==> src/ckev_pkg.sv <==
// constants shared by the clock event register block and its helpers
// assumes a single 100 MHz system clock and a plain register port
package ckev_pkg;

  // ==========================================================
  // register offsets (byte addresses)
  localparam int CKEV_AW = 12;
  localparam int CKEV_DW = 32;
  localparam int CKEV_NEV = 6;
  localparam logic [11:0] CKEV_OFF_CT_START = 12'h014;
  localparam logic [11:0] CKEV_OFF_CT_STOP = 12'h018;
  localparam logic [11:0] CKEV_OFF_EV_HF = 12'h100;
  localparam logic [11:0] CKEV_OFF_EV_LF = 12'h104;
  localparam logic [11:0] CKEV_OFF_EV_DONE = 12'h10c;
  localparam logic [11:0] CKEV_OFF_EV_TMO = 12'h110;
  localparam logic [11:0] CKEV_OFF_EV_CTSTART = 12'h128;
  localparam logic [11:0] CKEV_OFF_EV_CTSTOP = 12'h12c;
  localparam logic [11:0] CKEV_OFF_INT_SET = 12'h304;
  localparam logic [11:0] CKEV_OFF_INT_CLR = 12'h308;

  // ==========================================================
  // event bit positions, shared by event flags and enable bits, and the task trigger bit
  localparam int CKEV_BIT_HF = 0;
  localparam int CKEV_BIT_LF = 1;
  localparam int CKEV_BIT_DONE = 2;
  localparam int CKEV_BIT_TMO = 3;
  localparam int CKEV_BIT_CTSTART = 4;
  localparam int CKEV_BIT_CTSTOP = 5;
  localparam int CKEV_BIT_TRIG = 0;

  localparam logic [11:0] CKEV_EV_OFF [0:5] = '{
    CKEV_OFF_EV_HF, CKEV_OFF_EV_LF, CKEV_OFF_EV_DONE,
    CKEV_OFF_EV_TMO, CKEV_OFF_EV_CTSTART, CKEV_OFF_EV_CTSTOP
  };

  // ==========================================================
  // reset values
  localparam logic [31:0] CKEV_RST_WORD = 32'h0000_0000;
  localparam logic [5:0] CKEV_RST_INT_EN = 6'h00;
  localparam logic CKEV_RST_FLAG = 1'b0;

  // ==========================================================
  // timing
  localparam int CKEV_CLK_NS = 10;
  localparam int CKEV_CT_START_NS = 20;
  localparam int CKEV_CT_START_CYC =
    ((CKEV_CT_START_NS + CKEV_CLK_NS - 1) / CKEV_CLK_NS < 1) ? 1 :
    (CKEV_CT_START_NS + CKEV_CLK_NS - 1) / CKEV_CLK_NS;
  localparam int CKEV_CT_PERIOD_US = 40;
  localparam int CKEV_CT_PERIOD_CYC = (CKEV_CT_PERIOD_US * 1000) / CKEV_CLK_NS;
  localparam int CKEV_CTW = 12;

  typedef enum logic [1:0] {
    CKEV_CT_IDLE,
    CKEV_CT_STARTING,
    CKEV_CT_RUNNING,
    CKEV_CT_STOPPING
  } ckev_ct_state_t;

endpackage : ckev_pkg

==> src/ckev_sync.sv <==
// three-stage synchroniser with agreement filter for oscillator status pins
// assumes inputs are asynchronous levels that settle for several cycles
`timescale 1ns/1ps
module ckev_sync
  import ckev_pkg::*;
#(
  parameter int W = 1
) (
  // clock and reset
  input wire logic mclk,
  input wire logic arst_n,
  // asynchronous levels and filtered result
  input wire logic [W-1:0] async_in,
  output logic [W-1:0] level
);

  logic [W-1:0] stage1;
  logic [W-1:0] stage2;
  logic [W-1:0] stage3;
  logic [W-1:0] next_level;

  // ==========================================================
  // filter: only the second and third stages are compared
  always_comb begin
    for (int i = 0; i < W; i++) begin
      next_level[i] = (stage2[i] == stage3[i]) ? stage3[i] : level[i];
    end
  end

  always_ff @(posedge mclk or negedge arst_n) begin
    if (!arst_n) begin
      stage1 <= '0;
      stage2 <= '0;
      stage3 <= '0;
      level <= '0;
    end else begin
      stage1 <= async_in;
      stage2 <= stage1;
      stage3 <= stage2;
      level <= next_level;
    end
  end

endmodule : ckev_sync

==> src/ckev_flag.sv <==
// one sticky event flag with software write access
// assumes set is a one-cycle pulse from logic on mclk
`timescale 1ns/1ps
module ckev_flag
  import ckev_pkg::*;
(
  // clock and reset
  input wire logic mclk,
  input wire logic arst_n,
  // hardware event and software write
  input wire logic set,
  input wire logic wr,
  input wire logic wbit,
  // flag state
  output logic flag
);

  logic next_flag;

  // a hardware event in the same cycle as a software write wins
  always_comb begin
    next_flag = flag;
    if (wr) begin
      next_flag = wbit;
    end
    if (set) begin
      next_flag = 1'b1;
    end
  end

  always_ff @(posedge mclk or negedge arst_n) begin
    if (!arst_n) begin
      flag <= CKEV_RST_FLAG;
    end else begin
      flag <= next_flag;
    end
  end

endmodule : ckev_flag

==> src/ckev_regs.sv <==
// clock controller task, event and interrupt-enable registers
// assumes a single-cycle register port master on mclk and
// oscillator status levels arriving asynchronously from the analog side
//
// Overview of operation
// - stop task write stops calibration timer
// - crystal started sets its event flag
// - calibration done sets flag, software writes of zero clear
// - timer started event once running
// - timer stopped event once halted
// - enable-set bit0 enables crystal interrupt
// - bits 1,2 enable lf and done interrupts
// - bit3 enables timeout; timer expiry raises it
// - bits 4,5 enable timer interrupts; reset zero
// - enable-clear writes of one disable interrupts
// - start task write starts calibration timer
//
// Added by the designer: the strobed register port.
`timescale 1ns/1ps
module ckev_regs
  import ckev_pkg::*;
(
  // clock and reset
  input wire logic mclk,
  input wire logic arst_n,
  // register port
  input wire logic [11:0] reg_addr,
  input wire logic [31:0] reg_wdata,
  input wire logic reg_wr,
  input wire logic reg_rd,
  output logic [31:0] reg_rdata,
  // oscillator status levels, asynchronous
  input wire logic hf_crystal_ready,
  input wire logic lf_clock_ready,
  input wire logic rc_cal_complete,
  // calibration timer state and interrupt
  output logic cal_timer_running,
  output logic irq
);

  // ==========================================================
  // status input synchronisation and edge detect
  logic [2:0] osc_level;
  logic [2:0] osc_level_d;
  logic [2:0] next_osc_level_d;
  logic [2:0] osc_rise;

  ckev_sync #(.W(3)) u_sync (
    .mclk(mclk),
    .arst_n(arst_n),
    .async_in({rc_cal_complete, lf_clock_ready, hf_crystal_ready}),
    .level(osc_level)
  );

  always_comb begin
    next_osc_level_d = osc_level;
  end

  always_ff @(posedge mclk or negedge arst_n) begin
    if (!arst_n) begin
      osc_level_d <= '0;
    end else begin
      osc_level_d <= next_osc_level_d;
    end
  end

  // each event fires once on the rising edge of its filtered level
  assign osc_rise = osc_level & ~osc_level_d;

  // ==========================================================
  // register decode
  logic wr_ct_start;
  logic wr_ct_stop;
  logic wr_int_set;
  logic wr_int_clr;

  assign wr_ct_start = reg_wr && (reg_addr == CKEV_OFF_CT_START) && reg_wdata[CKEV_BIT_TRIG];
  assign wr_ct_stop = reg_wr && (reg_addr == CKEV_OFF_CT_STOP) && reg_wdata[CKEV_BIT_TRIG];
  assign wr_int_set = reg_wr && (reg_addr == CKEV_OFF_INT_SET);
  assign wr_int_clr = reg_wr && (reg_addr == CKEV_OFF_INT_CLR);

  // ==========================================================
  // calibration timer
  ckev_ct_state_t ct_state;
  ckev_ct_state_t next_ct_state;
  logic [CKEV_CTW-1:0] ct_count;
  logic [CKEV_CTW-1:0] next_ct_count;
  logic ev_ctstart;
  logic ev_ctstop;
  logic ev_tmo;

  always_comb begin
    next_ct_state = ct_state;
    next_ct_count = ct_count;
    ev_ctstart = 1'b0;
    ev_ctstop = 1'b0;
    ev_tmo = 1'b0;
    case (ct_state)
      CKEV_CT_IDLE: begin
        if (wr_ct_start) begin
          next_ct_state = CKEV_CT_STARTING;
          next_ct_count = CKEV_CTW'(CKEV_CT_START_CYC - 1);
        end else if (wr_ct_stop) begin
          // already halted: still acknowledge so software sees readiness
          next_ct_state = CKEV_CT_STOPPING;
        end
      end
      CKEV_CT_STARTING: begin
        if (wr_ct_stop) begin
          next_ct_state = CKEV_CT_STOPPING;
        end else if (ct_count == '0) begin
          next_ct_state = CKEV_CT_RUNNING;
          next_ct_count = CKEV_CTW'(CKEV_CT_PERIOD_CYC - 1);
          ev_ctstart = 1'b1;
        end else begin
          next_ct_count = ct_count - 1'b1;
        end
      end
      CKEV_CT_RUNNING: begin
        if (wr_ct_stop) begin
          next_ct_state = CKEV_CT_STOPPING;
        end else if (wr_ct_start) begin
          // restart reloads the interval, timer stays running
          next_ct_count = CKEV_CTW'(CKEV_CT_PERIOD_CYC - 1);
          ev_ctstart = 1'b1;
        end else if (ct_count == '0) begin
          next_ct_state = CKEV_CT_IDLE;
          ev_tmo = 1'b1;
        end else begin
          next_ct_count = ct_count - 1'b1;
        end
      end
      CKEV_CT_STOPPING: begin
        next_ct_state = CKEV_CT_IDLE;
        next_ct_count = '0;
        ev_ctstop = 1'b1;
      end
      default: begin
        next_ct_state = CKEV_CT_IDLE;
        next_ct_count = '0;
      end
    endcase
  end

  always_ff @(posedge mclk or negedge arst_n) begin
    if (!arst_n) begin
      ct_state <= CKEV_CT_IDLE;
      ct_count <= '0;
    end else begin
      ct_state <= next_ct_state;
      ct_count <= next_ct_count;
    end
  end

  assign cal_timer_running = (ct_state == CKEV_CT_RUNNING);

  // ==========================================================
  // event flags
  logic [5:0] hw_set;
  logic [5:0] ev_flags;

  assign hw_set[CKEV_BIT_HF] = osc_rise[0];
  assign hw_set[CKEV_BIT_LF] = osc_rise[1];
  assign hw_set[CKEV_BIT_DONE] = osc_rise[2];
  assign hw_set[CKEV_BIT_TMO] = ev_tmo;
  assign hw_set[CKEV_BIT_CTSTART] = ev_ctstart;
  assign hw_set[CKEV_BIT_CTSTOP] = ev_ctstop;

  genvar gi;
  generate
    for (gi = 0; gi < CKEV_NEV; gi++) begin : g_flag
      ckev_flag u_flag (
        .mclk(mclk),
        .arst_n(arst_n),
        .set(hw_set[gi]),
        .wr(reg_wr && (reg_addr == CKEV_EV_OFF[gi])),
        .wbit(reg_wdata[0]),
        .flag(ev_flags[gi])
      );
    end
  endgenerate

  // ==========================================================
  // interrupt enables: set and clear views of one register
  logic [5:0] int_en;
  logic [5:0] next_int_en;

  always_comb begin
    next_int_en = int_en;
    if (wr_int_set) begin
      next_int_en = int_en | reg_wdata[5:0];
    end else if (wr_int_clr) begin
      next_int_en = int_en & ~reg_wdata[5:0];
    end
  end

  always_ff @(posedge mclk or negedge arst_n) begin
    if (!arst_n) begin
      int_en <= CKEV_RST_INT_EN;
    end else begin
      int_en <= next_int_en;
    end
  end

  // level output, no edge: it drops only once the flag or enable is cleared
  assign irq = |(ev_flags & int_en);

  // ==========================================================
  // read path, data registered one cycle after the strobe
  logic [31:0] next_rdata;

  always_comb begin
    next_rdata = CKEV_RST_WORD;
    if (reg_rd) begin
      case (reg_addr)
        CKEV_OFF_EV_HF: next_rdata = {31'h0000_0000, ev_flags[CKEV_BIT_HF]};
        CKEV_OFF_EV_LF: next_rdata = {31'h0000_0000, ev_flags[CKEV_BIT_LF]};
        CKEV_OFF_EV_DONE: next_rdata = {31'h0000_0000, ev_flags[CKEV_BIT_DONE]};
        CKEV_OFF_EV_TMO: next_rdata = {31'h0000_0000, ev_flags[CKEV_BIT_TMO]};
        CKEV_OFF_EV_CTSTART: next_rdata = {31'h0000_0000, ev_flags[CKEV_BIT_CTSTART]};
        CKEV_OFF_EV_CTSTOP: next_rdata = {31'h0000_0000, ev_flags[CKEV_BIT_CTSTOP]};
        CKEV_OFF_INT_SET: next_rdata = {26'h000_0000, int_en};
        CKEV_OFF_INT_CLR: next_rdata = {26'h000_0000, int_en};
        // task registers and unmapped offsets read as zero
        default: next_rdata = CKEV_RST_WORD;
      endcase
    end
  end

  always_ff @(posedge mclk or negedge arst_n) begin
    if (!arst_n) begin
      reg_rdata <= CKEV_RST_WORD;
    end else begin
      reg_rdata <= next_rdata;
    end
  end
endmodule : ckev_regs

==> config.mk <==
export PLATFORM = sky130hd
export DESIGN_NAME = ckev_regs
export DESIGN_NICKNAME = d
export VERILOG_FILES = /design/src/ckev_pkg.sv /design/src/ckev_sync.sv /design/src/ckev_flag.sv /design/src/ckev_regs.sv
export SDC_FILE = /design/constraint.sdc
export NUM_CORES = 1
export LEC_CHECK = 0
export BUFFER_PORTS_ARGS = -buffer_cell sky130_fd_sc_hd__buf_4
export CORE_MARGIN = 2
export CORE_UTILIZATION = 55
export CTS_BUF_LIST = sky130_fd_sc_hd__clkbuf_8
export CTS_CLUSTER_SIZE = 20
export DETAILED_ROUTE_END_ITERATION = 8
export MAX_ROUTING_LAYER = met4
export PLACE_DENSITY = 0.86
export SLEW_MARGIN = 25
export SYNTH_ARGS = -nofsm -noshare
export SYNTH_HDL_FRONTEND = slang
export SYNTH_SLANG_ARGS = --single-unit
==> constraint.sdc <==
create_clock -name mclk -period 3.83 [get_ports mclk]
set_clock_uncertainty 0.2 [all_clocks]
set_input_delay 0 -clock mclk [delete_from_list [all_inputs] [get_ports mclk]]
set_output_delay 0 -clock mclk [all_outputs]
set_load 0.02 [all_outputs]
# ---- After elaboration in Yosys (flattened, before gate mapping)
# Cells that the tools add are included.
# W data, S select, Z words.
dict set report totals {
  regBits 73
  latch_bits 0
  mem_bits_rw 0
  mem_bits_ro 0
  in_bits 51
  output_inout_bits 34
  wordCells 113
  mem_count 0
}
dict set report classes {
  addsub 1
  mul 0
  div_mod_pow 0
  n_lt_le_gt_ge 0
  eq_ne 24
  shift 0
  muxes 40
  n_bitwise 6
  n_reduce_logical 25
}
# op n
set ops {}
lappend ops {{$eq A12 B9 Y1 const B} 6}
lappend ops {{$mux W12} 6}
lappend ops {{$pmux W12 S4} 1}
lappend ops {{$pmux W6 S7} 1}
lappend ops {{$mux W32} 1}
lappend ops {{$eq A12 B10 Y1 const B} 2}
lappend ops {{$eq A12 B5 Y1 const B} 2}
lappend ops {{$mux W1} 20}
lappend ops {{$mux W2} 7}
lappend ops {{$reduce_bool A2 Y1} 7}
lappend ops {{$and A6 B6 Y6} 2}
lappend ops {{$logic_and A1 B1 Y1} 12}
lappend ops {{$logic_not A12 Y1} 1}
lappend ops {{$mux W6} 2}
lappend ops {{$sub A12 B1 Y12 const B} 1}
lappend ops {{$ne A3 B3 Y1 const B} 3}
lappend ops {{$pmux W2 S4} 1}
lappend ops {{$reduce_and A4 Y1} 2}
lappend ops {{$ne A2 B2 Y1 const B} 3}
lappend ops {{$not A6 Y6} 1}
lappend ops {{$or A6 B6 Y6} 1}
lappend ops {{$reduce_or A6 Y1} 1}
lappend ops {{$eq A2 B2 Y1 const B} 2}
lappend ops {{$and A3 B3 Y3} 1}
lappend ops {{other kinds (8)} 10}

# ---- Logic depth before layout (Yosys ltp)
# Gate-level depths: netlist (run 1).
dict set report logic_depth {
  ltp_word 7
  depth_mapped 9
  mapped_depth_nobuf 7
}

# ---- By module
# From an unflattened synthesis (run 1), not the netlist that was laid out.
dict set report unflattened {
  cells_unflattened 274
  hier_area_um2 2712.6
}
# mod instances cells_each area_each_um2 seq_area_each_um2
set by_module_without_submodules {}
lappend by_module_without_submodules {ckev_regs 1 241 2138.3 725.7}
lappend by_module_without_submodules {ckev_sync 1 15 334.1 300.3}
lappend by_module_without_submodules {ckev_flag 6 3 40.0 25.0}

# ---- Least setup slack after synthesis (run 1)
# No wires, ideal clock.
dict set report synth_path {
  kind {reg2reg}
  from {register ct_state[0]}
  to {register ct_count[5]}
  setup_time_ns 0.082
  arrival_ns 1.830
  required_ns 3.548
  path_slack_ns 1.718
  path_stages_with_launch 8
  path_buffers 1
  synth_period_minus_slack_ns 2.112
  cell_sequence {dfrtp_1 inv_1 ha_1 clkbuf_1 or2_2 a21oi_1 nand3b_1 a31oi_1}
}
dict set report synth_between {
  elab_chain_cells 3
  elab_cells_between_ends 10
  classes_between {eq/ne (7); mux (1); reduce/logical (2)}
}
# item line_no
set synth_lines {}
lappend synth_lines {{start, declared} ckev_regs.sv:84} ;# ckev_ct_state_t ct_state;
lappend synth_lines {{start signal, assigned} ckev_regs.sv:150} ;# ct_state <= next_ct_state;
lappend synth_lines {{$eq A2 B2 Y1 (*)} -}
lappend synth_lines {{via cal_timer_running} ckev_regs.sv:37} ;# output logic cal_timer_running,
lappend synth_lines {{$ne A3 B3 Y1 (no source line) or $ne A2 B2 Y1 (tied branches)} -}
lappend synth_lines {{$reduce_and A4 Y1 (no source line)} -}
lappend synth_lines {{end signal, assigned} ckev_regs.sv:151} ;# ct_count <= next_ct_count;
lappend synth_lines {{end, declared} ckev_regs.sv:86} ;# logic [CKEV_CTW-1:0] ct_count;
# The timed path passes the listed nets; every way through them passes the cells marked *.
# A chain may end at the register's enable or synchronous reset.

==> results of run 1 <==
[layer usage]
layer | vias up | wire, microns | track usage
met3 | 15 | 331 | 0.03453
met4 | 0 | 123 | 0.08230
met1 | 998 | 2467 | 0.3053
met5 | - | 0 | -
met2 | 98 | 2781 | 0.3838
li1 | 994 | - | -
[worst register-to-register path, cell delays in order, from the launching register on]
cell,delay [ps]
dfrtp_1,430
nor4_1,460
nand4_1,300
o21bai_1,300
a21oi_4,170
nand2b_2,220
o2bb2ai_1,110
[power by group through the flow]
stage	clock network (mW)	registers, mW	logic (mW)
after global routing	0.337	0.692	0.963
after floorplan	0	0.656	0.678
after global placement	0	0.672	0.791
after detailed placement	0	0.680	0.820
after CTS	0.310	0.675	0.843
final	0.312	0.679	0.860
[cell usage after synthesis, types with 2 or more instances]
library cell   n
or2_2          2
a21oi_1        8
nand2_1       16
or4_1          2
nand4_1        4
maj3_1         3
nand3b_1       4
clkbuf_1       5
inv_1         11
o21ai_0        9
o2bb2ai_1      7
a31oi_1        5
buf_4         26
or3_1          2
ha_1           7
mux2i_1        8
nand2b_1       2
buf_2          2
o22ai_1        2
a22oi_1        5
a211oi_1       2
dfrtp_1       47
nor4_1         4
and4_1         4
nor3_1         9
and3_1         7
nor4b_1        2
o21ai_1        8
nor2_1        17
mux2_2         2
a22o_1         2
nand3_1        4
mux2_1         5
[through the flow]
step	setup WS (ps)	utilization	std cells
final	902.3	0.6951	366
after global routing	786.6	0.6951	366
after CTS	1014	0.6951	366
after detailed placement	1467	0.6205	334
after global placement	1523	0.6205	334
after floorplan	1718	-	284
[final timing paths]
check | from | end | slack (ps) | cells after the start
min in group asynchronous | arst_n | async pin | 20 | 2
min | reg_addr[3] | register | -6 | 3
min reg2reg | u_sync.stage1[0] | u_sync.stage2[0] | 160 | 0
max | reg_addr[2] | register | 900 | 8
max reg2reg | ct_count[6] | ct_count[2] | 1520 | 6
max in group asynchronous | arst_n | async pin | 2990 | 2
[cells by family after synthesis]
| kind of cell | Yosys count | synth area share |
|---|---|---|
| adders and majority gates | 10 | 0.04534 |
| muxes | 15 | 0.06126 |
| AOI/OAI and AO/OA | 53 | 0.1351 |
| other | 1 | 0.001446 |
| and+or+nand+nor | 88 | 0.1968 |
| DFF | 47 | 0.4534 |
| buffers and inverters | 45 | 0.1066 |
[final cells by class]
class	instances	area [sq um]
clock inverter	3	22.52
tap	52	65.06
fill	307	1355
inverter	11	41.29
timing repair buffer	56	480.5
clock buffer	5	68.82
sequential	47	1176
multi-input combinational	192	1235
[what timing repair did]
| action | in CTS | in global routing |
|---|---|---|
| resized for setup | 0 | 0 |
| setup buffers | 0 | 0 |
| hold endpoints to repair | 68 | 0 |
| hold buffers | 24 | 0 |
==> impl_metrics.ini, run 1 <==
[outcome]
status = complete, but fails checks
failed_checks = hold timing

[sta]
rsz0062_at_grt = false
setup_tns_ps = 0
min_period_ps = 2928
maxSlewHeadroom = 0.4995
slew_viol_final = 0
max_freq_mhz = 341.6
whs_ps = -5.951
finalSetupViolCount = 0
hold_viol = 1
tightestPinTransition_ps = 740.3
finalCritPeriodShare = 0.7644

[floorplanning]
die_y_microns = 72.67
dieArea_sq_um = 5281
num_rows = 24
core_area_sq_um = 4444
die_w_microns = 72.67
io-pin-count = 85
start_util = 0.5836

[clocking]
cts_max_path_buffers = 2
cts.sinks = 47
cts_tree = built
clkSlewWorstSetupHoldPaths_ps = 100
cts_max_level = 2
clkLatencyLatePin_ps = 300
clockRootBuffer = clkbuf_8
numCtsBuffers = 5

[worst_setup_path]
crit_top_cell = dlygate4sd3_1
cp_slowest_cell = nor4b_1
worstSetupPathType = primary input to register
cp-start-kind = primary input
max_stage_delay_ps = 670
crit_family = simple AND/OR/NAND/NOR gates
crit_fanout = 6
crit_arrival_ps = 2930
worstPathCellList = dlygate4sd3_1, buf_4, nor4b_1, or2_1, and4_1, nand2_1, mux2_1, dlygate4sd3_1
cp.required_ps = 3830
worst-path-buf-inv = 3
crit_path_end_kind = register

[pwr]
p_leak_nw = 1.488
swShare = 0.4400
seq_power_share = 0.367
power.switching_mw = 0.8143
ir_drop_mv = 0.5672
combPwrFrac = 0.465
p_per_area_nw_per_um2 = 599.0
power_mw = 1.850
pwr-share-clk = 0.168
internal_power_mw = 1.036

[global_routing]
grt_pass1_wl_microns = 9349
grt_overflow = 0
antenna_found_initial = 0
grt_max_degree = 48
grt_use_total = 0.2367
grt_pass1_vias = 2005

[cells_and_area]
areaGrowthSynthToFinish_pct = 19.10
layout_commonest_cell = dfrtp_1
fin_area_sq_um = 3089
drive_above_1_share = 0.1561
layout.nets = 371
antenna_cells = 0
final_cell_mix = dfrtp_1, buf_4, conb_1

[min_path]
hold_path.class = primary input to register

[route]
wire_per_inst_microns = 15.58
drt_wl_total_microns = 5703
viasPerCell = 5.751
vias = 2105
dr.first_iter.drc_count = 191
drt_first_pass_iters = 4
final_antenna_net_count = 0
drc = 0

[place]
placed_area_sq_um = 2758
dp_hpwl_microns = 3650
gp_congestion = 0.9487
io_buffers = 32

[yosys]
synth_flop_cell = dfrtp_1
synth_top_area_frac = 0.4534
syn_avg_cell_area_sq_um = 10.01
synth_largest_area_cell = dfrtp_1
synthArstFlopShare = 1.000
synth-seq-cells = 47
synth_edf_count = 0
ys_seq_area_frac = 0.4534
yosys_warnings = 0
synthTopCellsByArea = dfrtp_1, buf_4, ha_1, mux2i_1, nor2_1
synth_area_sq_um = 2594
synth_cells = 259
ys_types = 49

[run]
cap_violations = 0
Power figures use the tool's default switching activity.
==> run 2, diff against run 1 <==
--- a/config.mk
+++ b/config.mk
@@ -5,14 +5,15 @@
 export SDC_FILE = /design/constraint.sdc
 export NUM_CORES = 1
 export LEC_CHECK = 0
+export ABC_AREA = 1
 export BUFFER_PORTS_ARGS = -buffer_cell sky130_fd_sc_hd__buf_4
 export CORE_MARGIN = 2
-export CORE_UTILIZATION = 55
+export CORE_UTILIZATION = 53
 export CTS_BUF_LIST = sky130_fd_sc_hd__clkbuf_8
 export CTS_CLUSTER_SIZE = 20
 export DETAILED_ROUTE_END_ITERATION = 8
 export MAX_ROUTING_LAYER = met4
-export PLACE_DENSITY = 0.86
+export PLACE_DENSITY = 0.82
 export SLEW_MARGIN = 25
 export SYNTH_ARGS = -nofsm -noshare
 export SYNTH_HDL_FRONTEND = slang
==> constraint.sdc (replaced) <==
create_clock -name mclk -period 3 [get_ports mclk]
set_clock_uncertainty 0.2 [all_clocks]
set_input_delay 0 -clock mclk [delete_from_list [all_inputs] [get_ports mclk]]
set_output_delay 0 -clock mclk [all_outputs]
set_load 0.02 [all_outputs]
==> run 2 against run 1 <==
  * The run now ends clean
  * Hold slack improved by 22 ps
  * Clock-buffer cell count did not move
  * Worst setup slack got worse by 560 ps
  * Wire length fell by 0.23%
  * Flip-flop and latch count did not move
  * Sequential power rose by 22%
  * Final area rose by 6.4%
  * Critical path type unchanged
  * Highest routed layer unchanged
==> impl_metrics.ini, run 2 <==
[global_routing]
grt_max_degree = 48
antenna_found_initial = 0
grt_overflow = 0
grt_use_total = 0.2111
grt_pass1_wl_microns = 9811
grt_pass1_vias = 2255

[route]
vias = 2365
drt_first_pass_iters = 4
drc = 0
drt_wl_total_microns = 5690
final_antenna_net_count = 0
viasPerCell = 4.846
wire_per_inst_microns = 11.66
dr.first_iter.drc_count = 138

[yosys]
yosys_warnings = 0
synth_edf_count = 0
synthTopCellsByArea = dfrtp_1, nand2_1, buf_4, nand3_1, inv_1
synth_cells = 362
yosysMostFrequentCell = nand2_1
synthTopCellsByCount = nand2_1, dfrtp_1, inv_1
synth_top_area_frac = 0.4200
ys_types = 28
synth_area_sq_um = 2800
synth_flop_cell = dfrtp_1
synth_largest_area_cell = dfrtp_1
ys_seq_area_frac = 0.4200
syn_avg_cell_area_sq_um = 7.735
synth-seq-cells = 47
synthArstFlopShare = 1.000

[sta]
max_freq_mhz = 376.0
finalCritPeriodShare = 0.8866
slew_viol_final = 0
tightestPinTransition_ps = 575.3
setup_tns_ps = 0
hold_viol = 0
min_period_ps = 2660
maxSlewHeadroom = 0.6165
finalSetupViolCount = 0
rsz0062_at_grt = false

[floorplanning]
num_rows = 26
io-pin-count = 85
die_w_microns = 76.69
start_util = 0.5483
dieArea_sq_um = 5881
core_area_sq_um = 5107
die_y_microns = 76.69

[clocking]
cts.sinks = 47
clkLatencyLatePin_ps = 300
cts_max_level = 2
cts_max_path_buffers = 2
numCtsBuffers = 5
clkSlewWorstSetupHoldPaths_ps = 80
cts_tree = built
clockRootBuffer = clkbuf_8
post_cts_buffers = 0

[cells_and_area]
regArea_sq_um = 1176
final_cell_mix = nand2_1, dfrtp_1, inv_1
areaGrowthSynthToFinish_pct = 17.38
antenna_cells = 0
utilization = 0.6436
layout_commonest_cell = nand2_1
layout.nets = 475
drive_above_1_share = 0.1699
multi_input_area_sq_um = 1323
fill_cells = 432

[worst_setup_path]
worstPathCellList = dlygate4sd3_1, buf_4, nor2_2, dlygate4sd3_1, nand3_1, nor2_1, dlygate4sd3_1, nand2_1, nand3_1, nor2_1, nor2_1, nand2_1, inv_1
crit_start = reg_addr[6]
crit_fanout = 3
r2r_start = ct_state[0]
reg2reg_depth = 9
worstSetupPathType = primary input to register
cp_slowest_cell = dlygate4sd3_1
cp.required_ps = 3050
crit_arrival_ps = 2710
max_stage_delay_ps = 590
crit_path_end_kind = register
cp-start-kind = primary input

[min_path]
hold_path.class = primary input to register
holdCritStartpoint = reg_addr[10]
hold_depth = 7

[pwr]
ir_drop_mv = 0.4160
p_leak_nw = 1.799
p_per_area_nw_per_um2 = 711.3

[outcome]
status = complete, no violations

[place]
dp_hpwl_microns = 4042
io_buffers = 32
gp_congestion = 0.9410

[run]
cap_violations = 0
-- run 2: cells by family (layout without fill, tap and decap cells) --
group / count (synthesis) / in the layout / share of synthesized area
other cells: 1 / 26 / 0.001339
buf+inv: 76 / 107 / 0.1412
simple gates: 200 / 200 / 0.3342
fa+ha+maj: 10 / 10 / 0.04200
xor+xnor: 3 / 3 / 0.009385
compound gates: 25 / 25 / 0.05183
flops: 47 / 47 / 0.4200
-- run 2: what timing repair did --
action | in CTS | in global routing
gates resized for setup | 0 | 0
hold endpoints to repair | 68 | 0
hold buffers | 20 | 0
-- run 2: per-stage QoR --
stage	std cells	power, mW	cell area [sq um]	setup WS, ps	hold WS, ps
global route	488	2.554	3287	174.9	50.84
floorplan	387	1.768	2894	1071	-495.6
CTS	488	2.344	3287	457.2	5.992
detailed placement	460	1.953	3003	774.8	-153.7
finish	488	2.338	3287	340.1	15.79
global placement	460	1.912	3003	804.8	-167.0
-- run 2: path summary, 6_finish.rpt --
check	end	slack, ps
max	reg_rdata[0]	340
min	register	20
max reg2reg	ct_count[1]	740
min reg2reg	u_sync.stage2[1]	160
max in group asynchronous	ct_count[11]	2180
min in group asynchronous	async pin	40
-- run 2: metal layers --
metal	routed length [microns]	GRT usage
met5	0	-
met4	106	0.07636
met3	254	0.04353
met2	2754	0.3412
met1	2575	0.2637
-- run 2: area by class of cell --
class                           count  area share
Timing Repair Buffer               52      0.1340
Inverter                           47     0.05367
Sequential cell                    47      0.3578
Clock inverter                      3    0.004568
Tap cell                           70     0.02665
Multi-Input combinational cell    264      0.4024
Clock buffer                        5     0.02094
-- run 2: power breakdown --
group / total, mW / leakage [nW] / internal, mW / switching (mW)
clock network: 0.373 / 0.0477 / 0.160 / 0.213
logic: 1.14 / 1.19 / 0.382 / 0.759
registers: 0.825 / 0.559 / 0.735 / 0.0899
total: 2.34 / 1.80 / 1.28 / 1.06
-- run 2: worst max-delay path, delay by kind of cell --
kind	cells	cell delay, ps
buf+inv	5	1880
simple gates	8	820
